==> config.mk <==
export PLATFORM = sky130hd
export DESIGN_NAME = ucef_top
export DESIGN_NICKNAME = d
export VERILOG_FILES = /design/src/ucef_pkg.sv /design/src/ucef_top.sv
export SDC_FILE = /design/constraint.sdc
export NUM_CORES = 1
export LEC_CHECK = 0
export ABC_AREA = 1
export BUFFER_PORTS_ARGS = -buffer_cell sky130_fd_sc_hd__buf_2
export CORE_MARGIN = 2
export CORE_UTILIZATION = 45
export DETAILED_ROUTE_END_ITERATION = 10
export PLACE_DENSITY = 0.7
export SYNTH_ARGS = -nofsm -noshare
export SYNTH_HDL_FRONTEND = slang
export SYNTH_SLANG_ARGS = --single-unit
export TNS_END_PERCENT = 10
==> constraint.sdc <==
create_clock -name aclk -period 3.7 [get_ports aclk]
set_input_delay 0.185 -clock aclk [delete_from_list [all_inputs] [get_ports aclk]]
set_output_delay 0.185 -clock aclk [all_outputs]
set_load 0.02 [all_outputs]
==> src/ucef_pkg.sv <==
// Constants and carrier types for the unit configuration error flag bank
`default_nettype none
package ucef_pkg;
	// ************************************************************
	// Bus geometry
	// ************************************************************
	localparam int AXI_ADDR_W = 8;
	localparam int AXI_DATA_W = 32;
	localparam int UNIT_W     = 4;
	localparam int UNIT_COUNT = 16;

	// ************************************************************
	// Register byte offsets
	// ************************************************************
	localparam logic [AXI_ADDR_W-1:0] OFS_TABLE_FLAGS = 8'h00;
	localparam logic [AXI_ADDR_W-1:0] OFS_SYS_FLAGS   = 8'h04;
	localparam logic [AXI_ADDR_W-1:0] OFS_DUP_BITS    = 8'h08;
	localparam logic [AXI_ADDR_W-1:0] OFS_ERR_BITS    = 8'h0C;
	localparam logic [AXI_ADDR_W-1:0] OFS_SET_BITS    = 8'h10;
	localparam logic [AXI_ADDR_W-1:0] OFS_IRQ_STATUS  = 8'h14;
	localparam logic [AXI_ADDR_W-1:0] OFS_IRQ_MASK    = 8'h18;

	// ************************************************************
	// Field positions
	// ************************************************************
	localparam int TBL_DUP_POS     = 3;
	localparam int TBL_BUS_POS     = 4;
	localparam int TBL_SPECIAL_POS = 7;
	localparam int TBL_UNCONF_POS  = 9;
	localparam int SYS_FATAL_DUP_POS = 0;
	localparam int SYS_INT_POS_POS   = 1;
	localparam int SYS_SETTING_POS   = 2;
	localparam int SYS_BUS_ERR_POS   = 3;
	localparam int IRQ_W           = 5;
	localparam int IRQ_TABLE_POS   = 0;
	localparam int IRQ_FATAL_POS   = 1;
	localparam int IRQ_INT_POS     = 2;
	localparam int IRQ_BUS_ERR_POS = 3;
	localparam int IRQ_SETTING_POS = 4;

	// ************************************************************
	// Reset values and slot limits
	// ************************************************************
	localparam logic [IRQ_W-1:0]      IRQ_MASK_RESET  = 5'h00;
	localparam logic [UNIT_COUNT-1:0] UNIT_BITS_RESET = 16'h0000;
	localparam logic [3:0] INT_SLOT_MAX_HIGH    = 4'h4;
	localparam logic [3:0] INT_SLOT_MAX_COMPACT = 4'h2;
	localparam logic [1:0] RESP_OKAY   = 2'h0;
	localparam logic [1:0] RESP_SLVERR = 2'h2;

	// ************************************************************
	// Carrier types
	// ************************************************************
	typedef struct packed {
		logic              valid;
		logic [UNIT_W-1:0] unit;
	} ucef_unit_evt_type;

	typedef struct packed {
		logic       present;
		logic [3:0] slot;
	} ucef_int_unit_type;
endpackage : ucef_pkg
`default_nettype wire

==> src/ucef_top.sv <==
// Unit configuration error flag bank with AXI4-Lite register access
`default_nettype none
// Contract
// - A unit number found twice in table checking sets the table duplicate flag.
// - Error-free table generation clears all four table error flags.
// - A special unit error during table generation sets its table flag.
// - The table unconfirmed flag is set while unit detection is unfinished.
// - Two bus units with one unit number set the fatal duplication flag.
// - Two special units with one unit number set the fatal duplication flag.
// - Two basic units with overlapping words set the fatal duplication flag.
// - Two expansion racks with one rack number set the fatal duplication flag.
// - On the high-end variant an interrupt unit beyond slot 4 sets its flag.
// - On the compact variant an interrupt unit beyond slot 2 sets its flag.
// - A bus unit duplicate sets the fatal flag and that unit's bit together.
// - Per-unit word bits 0 to 15 stand for unit numbers 0 to F.
// - A failed bus unit exchange sets the summary flag and the unit bit.
// - A bus unit setting error sets the summary flag and the unit bit.
// - A bus unit unlike the one in the table sets the setting error flag.
// - Any bus unit exchange failure sets the bus unit error flag.
module ucef_top #(
	parameter bit COMPACT_CPU = 1'b0
) (
	input  wire logic                          aclk,
	input  wire logic                          aresetn,
	input  wire logic [ucef_pkg::AXI_ADDR_W-1:0] s_axi_awaddr,
	input  wire logic                          s_axi_awvalid,
	output var  logic                          s_axi_awready,
	input  wire logic [ucef_pkg::AXI_DATA_W-1:0] s_axi_wdata,
	input  wire logic [3:0]                    s_axi_wstrb,
	input  wire logic                          s_axi_wvalid,
	output var  logic                          s_axi_wready,
	output var  logic [1:0]                    s_axi_bresp,
	output var  logic                          s_axi_bvalid,
	input  wire logic                          s_axi_bready,
	input  wire logic [ucef_pkg::AXI_ADDR_W-1:0] s_axi_araddr,
	input  wire logic                          s_axi_arvalid,
	output var  logic                          s_axi_arready,
	output var  logic [ucef_pkg::AXI_DATA_W-1:0] s_axi_rdata,
	output var  logic [1:0]                    s_axi_rresp,
	output var  logic                          s_axi_rvalid,
	input  wire logic                          s_axi_rready,
	input  wire logic                          table_ok,
	input  wire logic                          table_dup_evt,
	input  wire logic                          table_bus_err_evt,
	input  wire logic                          table_special_err_evt,
	input  wire logic                          detect_busy,
	input  wire ucef_pkg::ucef_unit_evt_type   bus_dup_evt,
	input  wire logic                          special_dup_evt,
	input  wire logic                          basic_overlap_evt,
	input  wire logic                          rack_dup_evt,
	input  wire ucef_pkg::ucef_int_unit_type   int_unit,
	input  wire ucef_pkg::ucef_unit_evt_type   bus_xfer_err_evt,
	input  wire ucef_pkg::ucef_unit_evt_type   bus_setting_evt,
	input  wire logic                          flags_clear,
	output var  logic                          irq
);
	// ************************************************************
	// Decoding helpers
	// ************************************************************
	function automatic logic [ucef_pkg::UNIT_COUNT-1:0] unit_bit(
		input ucef_pkg::ucef_unit_evt_type evt
	);
		logic [ucef_pkg::UNIT_COUNT-1:0] v;
		v = '0;
		if (evt.valid) begin
			v[evt.unit] = 1'b1;
		end
		return v;
	endfunction : unit_bit

	// Every register is one aligned word; any other address gets SLVERR
	function automatic logic reg_mapped(
		input logic [ucef_pkg::AXI_ADDR_W-1:0] addr
	);
		logic hit;
		hit = 1'b0;
		if (addr == ucef_pkg::OFS_TABLE_FLAGS) begin
			hit = 1'b1;
		end else if (addr == ucef_pkg::OFS_SYS_FLAGS) begin
			hit = 1'b1;
		end else if (addr == ucef_pkg::OFS_DUP_BITS) begin
			hit = 1'b1;
		end else if (addr == ucef_pkg::OFS_ERR_BITS) begin
			hit = 1'b1;
		end else if (addr == ucef_pkg::OFS_SET_BITS) begin
			hit = 1'b1;
		end else if (addr == ucef_pkg::OFS_IRQ_STATUS) begin
			hit = 1'b1;
		end else if (addr == ucef_pkg::OFS_IRQ_MASK) begin
			hit = 1'b1;
		end
		return hit;
	endfunction : reg_mapped

	localparam logic [3:0] INT_SLOT_MAX = COMPACT_CPU ?
		ucef_pkg::INT_SLOT_MAX_COMPACT : ucef_pkg::INT_SLOT_MAX_HIGH;

	// ************************************************************
	// Error flags
	// ************************************************************
	logic tbl_dup_q;
	logic tbl_bus_q;
	logic tbl_special_q;
	logic tbl_unconf_q;
	logic fatal_dup_q;
	logic int_pos_q;
	logic setting_q;
	logic bus_err_q;
	logic [ucef_pkg::UNIT_COUNT-1:0] dup_bits_q;
	logic [ucef_pkg::UNIT_COUNT-1:0] err_bits_q;
	logic [ucef_pkg::UNIT_COUNT-1:0] set_bits_q;
	logic fatal_set;
	logic int_pos_set;

	assign fatal_set = bus_dup_evt.valid | special_dup_evt
		| basic_overlap_evt | rack_dup_evt;
	assign int_pos_set = int_unit.present
		&& (int_unit.slot > INT_SLOT_MAX);

	// Set wins over the clear in the same cycle, so no event is lost
	always_ff @(posedge aclk) begin
		if (!aresetn) begin
			tbl_dup_q     <= 1'b0;
			tbl_bus_q     <= 1'b0;
			tbl_special_q <= 1'b0;
			tbl_unconf_q  <= 1'b0;
		end else begin
			if (table_dup_evt) begin
				tbl_dup_q <= 1'b1;
			end else if (table_ok) begin
				tbl_dup_q <= 1'b0;
			end
			if (table_bus_err_evt) begin
				tbl_bus_q <= 1'b1;
			end else if (table_ok) begin
				tbl_bus_q <= 1'b0;
			end
			if (table_special_err_evt) begin
				tbl_special_q <= 1'b1;
			end else if (table_ok) begin
				tbl_special_q <= 1'b0;
			end
			if (detect_busy) begin
				tbl_unconf_q <= 1'b1;
			end else if (table_ok) begin
				tbl_unconf_q <= 1'b0;
			end
		end
	end

	// Summary flags leave only through the CPU's own error clear strobe
	always_ff @(posedge aclk) begin
		if (!aresetn) begin
			fatal_dup_q <= 1'b0;
			int_pos_q   <= 1'b0;
			setting_q   <= 1'b0;
			bus_err_q   <= 1'b0;
		end else begin
			if (fatal_set) begin
				fatal_dup_q <= 1'b1;
			end else if (flags_clear) begin
				fatal_dup_q <= 1'b0;
			end
			if (int_pos_set) begin
				int_pos_q <= 1'b1;
			end else if (flags_clear) begin
				int_pos_q <= 1'b0;
			end
			if (bus_setting_evt.valid) begin
				setting_q <= 1'b1;
			end else if (flags_clear) begin
				setting_q <= 1'b0;
			end
			if (bus_xfer_err_evt.valid) begin
				bus_err_q <= 1'b1;
			end else if (flags_clear) begin
				bus_err_q <= 1'b0;
			end
		end
	end

	always_ff @(posedge aclk) begin
		if (!aresetn) begin
			dup_bits_q <= ucef_pkg::UNIT_BITS_RESET;
			err_bits_q <= ucef_pkg::UNIT_BITS_RESET;
			set_bits_q <= ucef_pkg::UNIT_BITS_RESET;
		end else if (flags_clear) begin
			dup_bits_q <= unit_bit(bus_dup_evt);
			err_bits_q <= unit_bit(bus_xfer_err_evt);
			set_bits_q <= unit_bit(bus_setting_evt);
		end else begin
			dup_bits_q <= dup_bits_q | unit_bit(bus_dup_evt);
			err_bits_q <= err_bits_q | unit_bit(bus_xfer_err_evt);
			set_bits_q <= set_bits_q | unit_bit(bus_setting_evt);
		end
	end

	// ************************************************************
	// Interrupt status and mask
	// ************************************************************
	logic [ucef_pkg::IRQ_W-1:0] irq_status_q;
	logic [ucef_pkg::IRQ_W-1:0] irq_mask_q;
	logic [ucef_pkg::IRQ_W-1:0] irq_events;
	logic [ucef_pkg::IRQ_W-1:0] irq_clear;

	always_comb begin
		irq_events = '0;
		irq_events[ucef_pkg::IRQ_TABLE_POS] = table_dup_evt
			| table_bus_err_evt | table_special_err_evt;
		irq_events[ucef_pkg::IRQ_FATAL_POS]   = fatal_set;
		irq_events[ucef_pkg::IRQ_INT_POS]     = int_pos_set;
		irq_events[ucef_pkg::IRQ_BUS_ERR_POS] = bus_xfer_err_evt.valid;
		irq_events[ucef_pkg::IRQ_SETTING_POS] = bus_setting_evt.valid;
	end

	// A new event outweighs a write-one clear in the same cycle
	always_ff @(posedge aclk) begin
		if (!aresetn) begin
			irq_status_q <= '0;
		end else begin
			irq_status_q <= (irq_status_q & ~irq_clear) | irq_events;
		end
	end

	// Registered, so irq trails its status bit by one cycle
	always_ff @(posedge aclk) begin
		if (!aresetn) begin
			irq <= 1'b0;
		end else begin
			irq <= |(irq_status_q & irq_mask_q);
		end
	end

	// ************************************************************
	// AXI4-Lite write channel
	// ************************************************************
	logic                            aw_have_q;
	logic                            w_have_q;
	logic [ucef_pkg::AXI_ADDR_W-1:0] waddr_q;
	logic [ucef_pkg::AXI_DATA_W-1:0] wdata_q;
	logic [3:0]                      wstrb_q;
	logic                            wr_fire;

	// Address and data may come in either order; the answer waits for both
	assign wr_fire = aw_have_q && w_have_q && !s_axi_bvalid;

	// Mask and status live in byte lane 0; the other lanes are ignored
	function automatic logic lane0_write(
		input logic [ucef_pkg::AXI_ADDR_W-1:0] target
	);
		return wr_fire && waddr_q == target && wstrb_q[0];
	endfunction : lane0_write

	always_ff @(posedge aclk) begin
		if (!aresetn) begin
			aw_have_q     <= 1'b0;
			s_axi_awready <= 1'b0;
			waddr_q       <= '0;
		end else if (s_axi_awvalid && s_axi_awready) begin
			aw_have_q     <= 1'b1;
			s_axi_awready <= 1'b0;
			waddr_q       <= s_axi_awaddr;
		end else if (wr_fire) begin
			aw_have_q <= 1'b0;
		end else if (!aw_have_q && !s_axi_bvalid) begin
			s_axi_awready <= 1'b1;
		end
	end

	always_ff @(posedge aclk) begin
		if (!aresetn) begin
			w_have_q     <= 1'b0;
			s_axi_wready <= 1'b0;
			wdata_q      <= '0;
			wstrb_q      <= '0;
		end else if (s_axi_wvalid && s_axi_wready) begin
			w_have_q     <= 1'b1;
			s_axi_wready <= 1'b0;
			wdata_q      <= s_axi_wdata;
			wstrb_q      <= s_axi_wstrb;
		end else if (wr_fire) begin
			w_have_q <= 1'b0;
		end else if (!w_have_q && !s_axi_bvalid) begin
			s_axi_wready <= 1'b1;
		end
	end

	// Flag registers answer OKAY to writes but keep their value
	always_ff @(posedge aclk) begin
		if (!aresetn) begin
			s_axi_bvalid <= 1'b0;
			s_axi_bresp  <= ucef_pkg::RESP_OKAY;
		end else if (wr_fire) begin
			s_axi_bvalid <= 1'b1;
			if (reg_mapped(waddr_q)) begin
				s_axi_bresp <= ucef_pkg::RESP_OKAY;
			end else begin
				s_axi_bresp <= ucef_pkg::RESP_SLVERR;
			end
		end else if (s_axi_bready) begin
			s_axi_bvalid <= 1'b0;
		end
	end

	always_comb begin
		irq_clear = '0;
		if (lane0_write(ucef_pkg::OFS_IRQ_STATUS)) begin
			irq_clear = wdata_q[ucef_pkg::IRQ_W-1:0];
		end
	end

	always_ff @(posedge aclk) begin
		if (!aresetn) begin
			irq_mask_q <= ucef_pkg::IRQ_MASK_RESET;
		end else if (lane0_write(ucef_pkg::OFS_IRQ_MASK)) begin
			irq_mask_q <= wdata_q[ucef_pkg::IRQ_W-1:0];
		end
	end

	// ************************************************************
	// AXI4-Lite read channel
	// ************************************************************
	logic [ucef_pkg::AXI_DATA_W-1:0] rd_word;
	logic                            rd_hit;

	always_comb begin
		rd_word = '0;
		rd_hit  = 1'b1;
		if (s_axi_araddr == ucef_pkg::OFS_TABLE_FLAGS) begin
			rd_word[ucef_pkg::TBL_DUP_POS]     = tbl_dup_q;
			rd_word[ucef_pkg::TBL_BUS_POS]     = tbl_bus_q;
			rd_word[ucef_pkg::TBL_SPECIAL_POS] = tbl_special_q;
			rd_word[ucef_pkg::TBL_UNCONF_POS]  = tbl_unconf_q;
		end else if (s_axi_araddr == ucef_pkg::OFS_SYS_FLAGS) begin
			rd_word[ucef_pkg::SYS_FATAL_DUP_POS] = fatal_dup_q;
			rd_word[ucef_pkg::SYS_INT_POS_POS]   = int_pos_q;
			rd_word[ucef_pkg::SYS_SETTING_POS]   = setting_q;
			rd_word[ucef_pkg::SYS_BUS_ERR_POS]   = bus_err_q;
		end else if (s_axi_araddr == ucef_pkg::OFS_DUP_BITS) begin
			rd_word[ucef_pkg::UNIT_COUNT-1:0] = dup_bits_q;
		end else if (s_axi_araddr == ucef_pkg::OFS_ERR_BITS) begin
			rd_word[ucef_pkg::UNIT_COUNT-1:0] = err_bits_q;
		end else if (s_axi_araddr == ucef_pkg::OFS_SET_BITS) begin
			rd_word[ucef_pkg::UNIT_COUNT-1:0] = set_bits_q;
		end else if (s_axi_araddr == ucef_pkg::OFS_IRQ_STATUS) begin
			rd_word[ucef_pkg::IRQ_W-1:0] = irq_status_q;
		end else if (s_axi_araddr == ucef_pkg::OFS_IRQ_MASK) begin
			rd_word[ucef_pkg::IRQ_W-1:0] = irq_mask_q;
		end else begin
			rd_hit = 1'b0;
		end
	end

	// Data are captured with the address and stand until rready
	always_ff @(posedge aclk) begin
		if (!aresetn) begin
			s_axi_arready <= 1'b0;
			s_axi_rvalid  <= 1'b0;
			s_axi_rdata   <= '0;
			s_axi_rresp   <= ucef_pkg::RESP_OKAY;
		end else if (s_axi_arvalid && s_axi_arready) begin
			s_axi_arready <= 1'b0;
			s_axi_rvalid  <= 1'b1;
			s_axi_rdata   <= rd_word;
			s_axi_rresp   <= rd_hit ? ucef_pkg::RESP_OKAY
				: ucef_pkg::RESP_SLVERR;
		end else if (s_axi_rvalid && s_axi_rready) begin
			s_axi_rvalid <= 1'b0;
		end else if (!s_axi_rvalid) begin
			s_axi_arready <= 1'b1;
		end
	end
endmodule : ucef_top
`default_nettype wire

==> results.cfg, run 1 <==
[timing]
slew_viol_final = 0
fmax_mhz = 510
worst_pin_slew_ns = 0.735
hold_viol = 0
fin_setup_tns_ns = 0
skew_ns = 0.0169
rsz0062_at_grt = no
fin_crit_ns = 1.96
min_period_over_period_pct = 53.0
layout_setup_ws_ns = 1.74
finalSetupViolCount = 0
max-slew-margin-rel_pct = 50.6
holdWs_ns = 0.0179

[clock_network]
ctsResizeCount = 0
cts_buffers = 9
holdBufCountCts = 0
cts_tree = built
path_clk_slew_ns = 0.10
clk_latency_ns = 0.38
post_cts_buffers = 0
clock_path_buffers = 2
root_buffer = clkbuf_8
cts.sinks = 106
h-tree-depth = 3

[place]
post-place-ws_ns = 1.76
place_inst = 857
hpwl_um = 8300
io_buffer_count = 81
globalplace.congestion = 0.923

[global_routing]
grt_max_degree = 53
first_global_vias = 4041
grt_pass1_wl_um = 18700
antenna_found_initial = 0
grt_overflow = 0
grt_usage_pct = 20.2

[setup_path]
path_max_fanout = 21
worstSetupPathType = register to register
crit_slowest_cell = nand2_1
cp.required_ns = 4.01
crit_path_max_incr_delay_ns = 0.53
cp_data_arrival_time_ns = 2.27
path_cells = nand2_1, clkinv_1, nand2_2, o21ai_0, a21oi_1
start_kind = register
cp-end-kind = register

[die]
ios = 130
coreArea_sq_um = 10300
rows = 37
initial_core_util_pct = 46.4
dieWidth_um = 107
die-area_sq_um = 11500
die_h_um = 107

[routing]
met3_length_um = 802
top_layer_used = met4
wl_met1_um = 5180
wl_per_cell_um = 13.2
antenna_left = 0
viasPerCell = 5.15
drt_iter0_drc = 352
drcViolationCount = 0
finalWirelength_um = 11500
wl_met2_um = 5380
dr.pass1.iters = 6
dr_total_vias = 4499

[logic_synthesis]
synth_warnings = 0
synthCells = 665
ys_ff_latch = 106
synth-edff-count = 0
synth_area_sq_um = 4790
synth.distinct_cells = 36
seq_area_frac_synth_pct = 44.3
async_flop_share_pct = 0
yosysTopAreaCellShare_pct = 44.3
ys.flop_type = dfxtp_1
yosysTopAreaCell = dfxtp_1
syn_avg_cell_area_sq_um = 7.21
ys_top_cells_by_area = dfxtp_1 44%, nor2_1 10%, nand2_1 8.7%

[min_path]
holdCritPathClass = input port to register

[layout]
stdcell_count = 873
final_nets = 820
diodes = 0
nFillCells = 1028
final_common_cell = nor2_1
regArea_sq_um = 2120
syn_to_final_growth_pct = 13.2
layout-drive-gt1-share_pct = 19.5
multi_input_area_sq_um = 2300
final_cell_mix = 130 x nor2_1, 111 x nand2_1, 106 x dfxtp_1

[job]
drv_cap = 0

[status]
status = complete, no violations

[power]
totalPowerFinal_uw = 2260
p_leak_uw = 0.00237
vdd_drop_max_mv = 0.194
powerDensity_nw_per_um2 = 416
[metrics by stage]
stage | instance area (sq um) | util [%]
global placement | 5190 | 50.3
finish | 5430 | 52.6
floorplan | 4860 | -
global route | 5430 | 52.6
CTS | 5430 | 52.6
detailed placement | 5190 | 50.3
[layout make-up]
type | count | share of cell area, %
clock buffers | 9 | 2.28
inverters | 46 | 3.20
flip-flops and latches | 106 | 39.1
multi-input cells | 485 | 42.4
repair buffers | 84 | 7.89
well taps | 136 | 3.14
clock inverters | 7 | 1.98
[worst max-delay path: cells and delay by family, from the launching register on]
| family | cells | cell delay [ns] |
|---|---|---|
| and+or+nand+nor | 2 | 0.79 |
| buffers and inverters | 1 | 0.51 |
| DFF | 1 | 0.34 |
| AOI/OAI and AO/OA | 2 | 0.27 |
[flip-flops by register name, summed over array words and instances, names as in the netlist, 5 cells and up]
register      cells
waddr_q           8
wdata_q           5
dup_bits_q       16
irq_status_q      5
irq_mask_q        5
set_bits_q       16
s_axi_rdata      16
err_bits_q       16
[where the power goes]
group          switching [uW]  internal (uW)  leakage, uW
sequential               24.1           1180     0.000864
combinational             158           70.1      0.00140
clock                     432            396     0.000114
[metal layers]
metal  vias to the layer above  GRT usage, %
met1                      2044          27.7
met2                       163          32.5
met5                         -             0
met3                        19          3.77
met4                         0          5.84
li1                       2273             -
[cell usage after synthesis (5+ instances only)]
cell      instances
nor3_1           18
nand2_1         111
dfxtp_1         106
a21oi_1          79
a21oi_2           7
nand3_1          52
nor2_1          130
nand3_2           5
inv_1            34
nor2_4            6
buf_4            19
o21ai_0          28
clkbuf_1         17
buf_2             5
inv_2             9
[worst paths after layout]
path | start | end | slack [ns] | cells after the start
worst max-delay path | s_axi_arready | s_axi_rdata[4] | 1.74 | 5
worst min-delay path | detect_busy | tbl_unconf_q | 0.02 | 3
worst max register to register | s_axi_arready | s_axi_rdata[4] | 1.74 | 5
worst min register to register | waddr_q[7] | waddr_q[7] | 0.46 | 2
[cells by family after synthesis]
family                 after synthesis  synth area share (%)
and+or+nand+nor                    338                  31.2
other                                1                0.0782
DFF                                106                  44.3
AOI/OAI and AO/OA                  129                  15.4
buffers and inverters               91                  9.08
Note: power is estimated with default switching activity, not from simulation.
==> run 2, diff against run 1 <==
- PLACE_DENSITY: 0.7 -> 0.73
- clock period: 3.7 -> 1.75 ns (I/O delays scaled with it)
==> results.cfg, run 2 (synthesis gave the netlist of run 1 again) <==
[clock_network]
path_clk_slew_ns = 0.10
clk_latency_ns = 0.38
cts_tree = built
cts.sinks = 106
cts_buffers = 9
clock_path_buffers = 2
root_buffer = clkbuf_8
h-tree-depth = 3

[die]
die-area_sq_um = 11500
rows = 37
coreArea_sq_um = 10300
die_h_um = 107
ios = 130
dieWidth_um = 107
initial_core_util_pct = 46.4

[status]
status = complete, no violations

[layout]
diodes = 0
final_util_pct = 54.6
regArea_sq_um = 2120
multi_input_area_sq_um = 2300
layout-drive-gt1-share_pct = 19.6
nFillCells = 988
stdcell_count = 897
syn_to_final_growth_pct = 17.6
final_nets = 844
final_common_cell = nor2_1
final_cell_mix = 130 x nor2_1, 111 x nand2_1, 106 x dfxtp_1

[place]
hpwl_um = 8380
io_buffer_count = 81
place_inst = 862
globalplace.congestion = 0.901

[power]
power.switching_uw = 1230
swShare_pct = 26.7
clock_power_share_pct = 33.5
intPower_uw = 3380
vdd_drop_max_mv = 0.364
seq_power_share_pct = 55.1
powerDensity_nw_per_um2 = 818
comb_power_share_pct = 11.4
p_leak_uw = 0.00247

[min_path]
holdCritStartpoint = s_axi_awaddr[7]
holdCritPathClass = input port to register

[routing]
antenna_left = 0
finalWirelength_um = 11500
drcViolationCount = 0
dr_total_vias = 4636
viasPerCell = 5.17
wl_per_cell_um = 12.8
drt_iter0_drc = 244
dr.pass1.iters = 5

[timing]
max-slew-margin-rel_pct = 64.3
skew_ns = 0.0130
worst_pin_slew_ns = 0.536
holdWs_ns = 0.0171
finalSetupViolCount = 0
fin_crit_ns = 1.42
hold_viol = 0
slew_viol_final = 0
fmax_mhz = 705
fin_setup_tns_ns = 0
min_period_over_period_pct = 81.1
rsz0062_at_grt = no

[global_routing]
met1_usage_pct = 27.4
grt_usage_pct = 20.6
use_met3_pct = 3.71
grt_overflow = 0
grt_pass1_wl_um = 19000
grt_max_degree = 53
first_global_vias = 4075
busiest_layer = met2
use_met2_pct = 33.2
antenna_found_initial = 0

[setup_path]
cp-end-kind = register
startpoint = s_axi_bvalid
start_kind = register
cp_data_arrival_time_ns = 1.69
path_cells = inv_1, nand3_2, inv_1, nand2_1, nor2_4, nand2_1, o21ai_0, nor2_1
crit_slowest_cell = dfxtp_1
worstSetupPathType = register to register
cp.required_ns = 2.02
r2r_start = s_axi_bvalid
crit_path_max_incr_delay_ns = 0.35
path_max_fanout = 6

[job]
drv_cap = 0
[run 2: layout make-up]
cell class                      count  share of cell area [%]
Clock buffer                       10                    2.44
Clock inverter                      6                    1.15
Inverter                           46                    3.08
Multi-Input combinational cell    485                    40.8
Sequential cell                   106                    37.6
Tap cell                          136                    3.02
Timing Repair Buffer              108                    11.9
[run 2: through the flow]
step / cell area [sq um] / setup slack [ns] / power, uW
3_3_place_gp: 5250 / 0.394 / 3070
4_1_cts: 5640 / 0.329 / 4650
3_5_place_dp: 5250 / 0.360 / 3090
5_1_grt: 5640 / 0.169 / 4840
2_1_floorplan: 4860 / 0.471 / 2940
6_report: 5640 / 0.331 / 4610
[run 2: path summary, 6_finish.rpt]
path / to / slack, ns / cells after the start
worst max-delay path: irq_mask_q[3] / 0.33 / 8
worst min-delay path: waddr_q[7] / 0.02 / 3
worst max register to register: irq_mask_q[3] / 0.33 / 8
worst min register to register: bus_err_q / 0.47 / 2
[run 2: per-layer routing]
layer	share of wire (%)	up-vias
met3	5.1	22
li1	-	2319
met5	0	-
met1	46	2160
met2	47	135
met4	2.3	0
[run 2: what timing repair did]
action	4_1_cts	5_1_grt
gates resized for setup	0	0
endpoints found under the hold margin	19	0
buffers inserted	0	0
hold buffers	19	0
[run 2: critical path: cells and delay by family, from the launching register on]
kind            cells  cell delay [ns]
buf+inv             2             0.20
flops               1             0.35
simple gates        5             0.55
compound gates      1             0.20
[run 2: power groups by stage]
stage	combinational, uW	clock, uW	sequential (uW)
floorplan	337	0	2600
global placement	478	0	2590
detailed placement	490	0	2600
CTS	524	1580	2540
global route	586	1700	2550
finish	526	1540	2540
==> run 3, diff against run 2 <==
- PLACE_DENSITY: 0.73 -> 0.7
- clock period: 1.75 -> 1.4 ns (I/O delays scaled with it)
==> results.cfg, run 3 (synthesis gave the netlist of run 1 again) <==
[die]
dieWidth_um = 107
ios = 130
die-area_sq_um = 11500
initial_core_util_pct = 46.4
coreArea_sq_um = 10300
die_h_um = 107
rows = 37

[routing]
drt_iter0_drc = 296
finalWirelength_um = 11800
drcViolationCount = 0
dr_total_vias = 4657
antenna_left = 0
viasPerCell = 5.15
dr.pass1.iters = 5
wl_per_cell_um = 13.0

[layout]
final_common_cell = nor2_1
final_util_pct = 55.7
final_cell_mix = 130 x nor2_1, 110 x nand2_1, 105 x dfxtp_1
layout-drive-gt1-share_pct = 20.8
syn_to_final_growth_pct = 20.0
final_nets = 851
stdcell_count = 904
diodes = 0

[setup_path]
cp.required_ns = 1.65
worstSetupPathType = register to register
start_kind = register
cp-end-kind = register
cp_data_arrival_time_ns = 1.54
path_max_fanout = 5

[place]
io_buffer_count = 81
hpwl_um = 8550
place_inst = 867
post-place-ws_ns = 0.0763
globalplace.congestion = 0.923

[power]
power.switching_uw = 1660
swShare_pct = 28.2
p_leak_uw = 0.00253
comb_power_share_pct = 11.4
intPower_uw = 4240
seq_power_share_pct = 53.9
vdd_drop_max_mv = 0.645
totalPowerFinal_uw = 5900
clock_power_share_pct = 34.7
powerDensity_nw_per_um2 = 1030

[global_routing]
grt_overflow = 0
antenna_found_initial = 0
grt_usage_pct = 20.6
grt_max_degree = 81
first_global_vias = 4255
grt_pass1_wl_um = 19100

[clock_network]
clock_path_buffers = 2
cts_tree = built
root_buffer = clkbuf_8
path_clk_slew_ns = 0.12
cts_buffers = 9
clk_latency_ns = 0.38
h-tree-depth = 3
cts.sinks = 106

[min_path]
holdCritPathClass = input port to register

[timing]
fmax_mhz = 778
min_period_over_period_pct = 91.8
fin_crit_ns = 1.29
rsz0062_at_grt = yes
layout_setup_ws_ns = 0.115
skew_ns = 0.0156
holdWs_ns = 0.0121
finalSetupViolCount = 0
slew_viol_final = 0
hold_viol = 0

[job]
drv_cap = 0

[status]
status = complete, no violations
-- run 3: timing repair --
action | in CTS | in global routing
buffers inserted | 0 | 1
hold buffers | 20 | 0
setup endpoints to repair | 0 | 6
gates resized for setup | 0 | 7
hold endpoints to repair | 20 | 0
-- run 3: per-layer routing --
metal  track usage [%]  wire (um)
met1              27.0       5200
met2              33.8       5600
met3              3.65        704
met4              7.88        265
met5                 0          0
-- run 3: final timing paths --
kind	slack [ns]	end	cells past startpoint	from
worst max-delay path	0.11	irq_status_q[2]	9	s_axi_bvalid
worst min-delay path	0.01	int_pos_q	3	int_unit[4]
worst max register to register	0.11	irq_status_q[2]	9	s_axi_bvalid
worst min register to register	0.46	waddr_q[7]	2	waddr_q[7]
-- run 3: cell type report --
type | instances | area, sq um
well taps | 136 | 170
flip-flops and latches | 106 | 2120
inverters | 46 | 174
repair buffers | 115 | 761
clock inverters | 7 | 92.6
fillers | 988 | 4570
clock buffers | 9 | 124
multi-input cells | 485 | 2310
-- run 3: power groups by stage --
stage          Combinational, uW  Sequential (uW)  Clock (uW)
6_report                     676             3180        2050
5_1_grt                      755             3190        2210
4_1_cts                      666             3180        2070
3_5_place_dp                 623             3250           0
3_3_place_gp                 609             3240           0
2_1_floorplan                421             3250           0
-- run 3: through the flow --
stage / area (sq um) / TNS [ns]
6_report: 5750 / 0
5_1_grt: 5750 / -0.0678
3_5_place_dp: 5310 / 0
2_1_floorplan: 4860 / 0
3_3_place_gp: 5310 / 0
4_1_cts: 5720 / 0
-- run 3: worst max-delay path, stage by stage (launching register included) --
cell and delay [ns]:
dfxtp_1 0.33, inv_1 0.08, nand3_2 0.11, inv_2 0.09
nand2_1 0.08, nor2_4 0.16, buf_12 0.12, nand3_1 0.07
nand2_1 0.07, a21oi_1 0.05
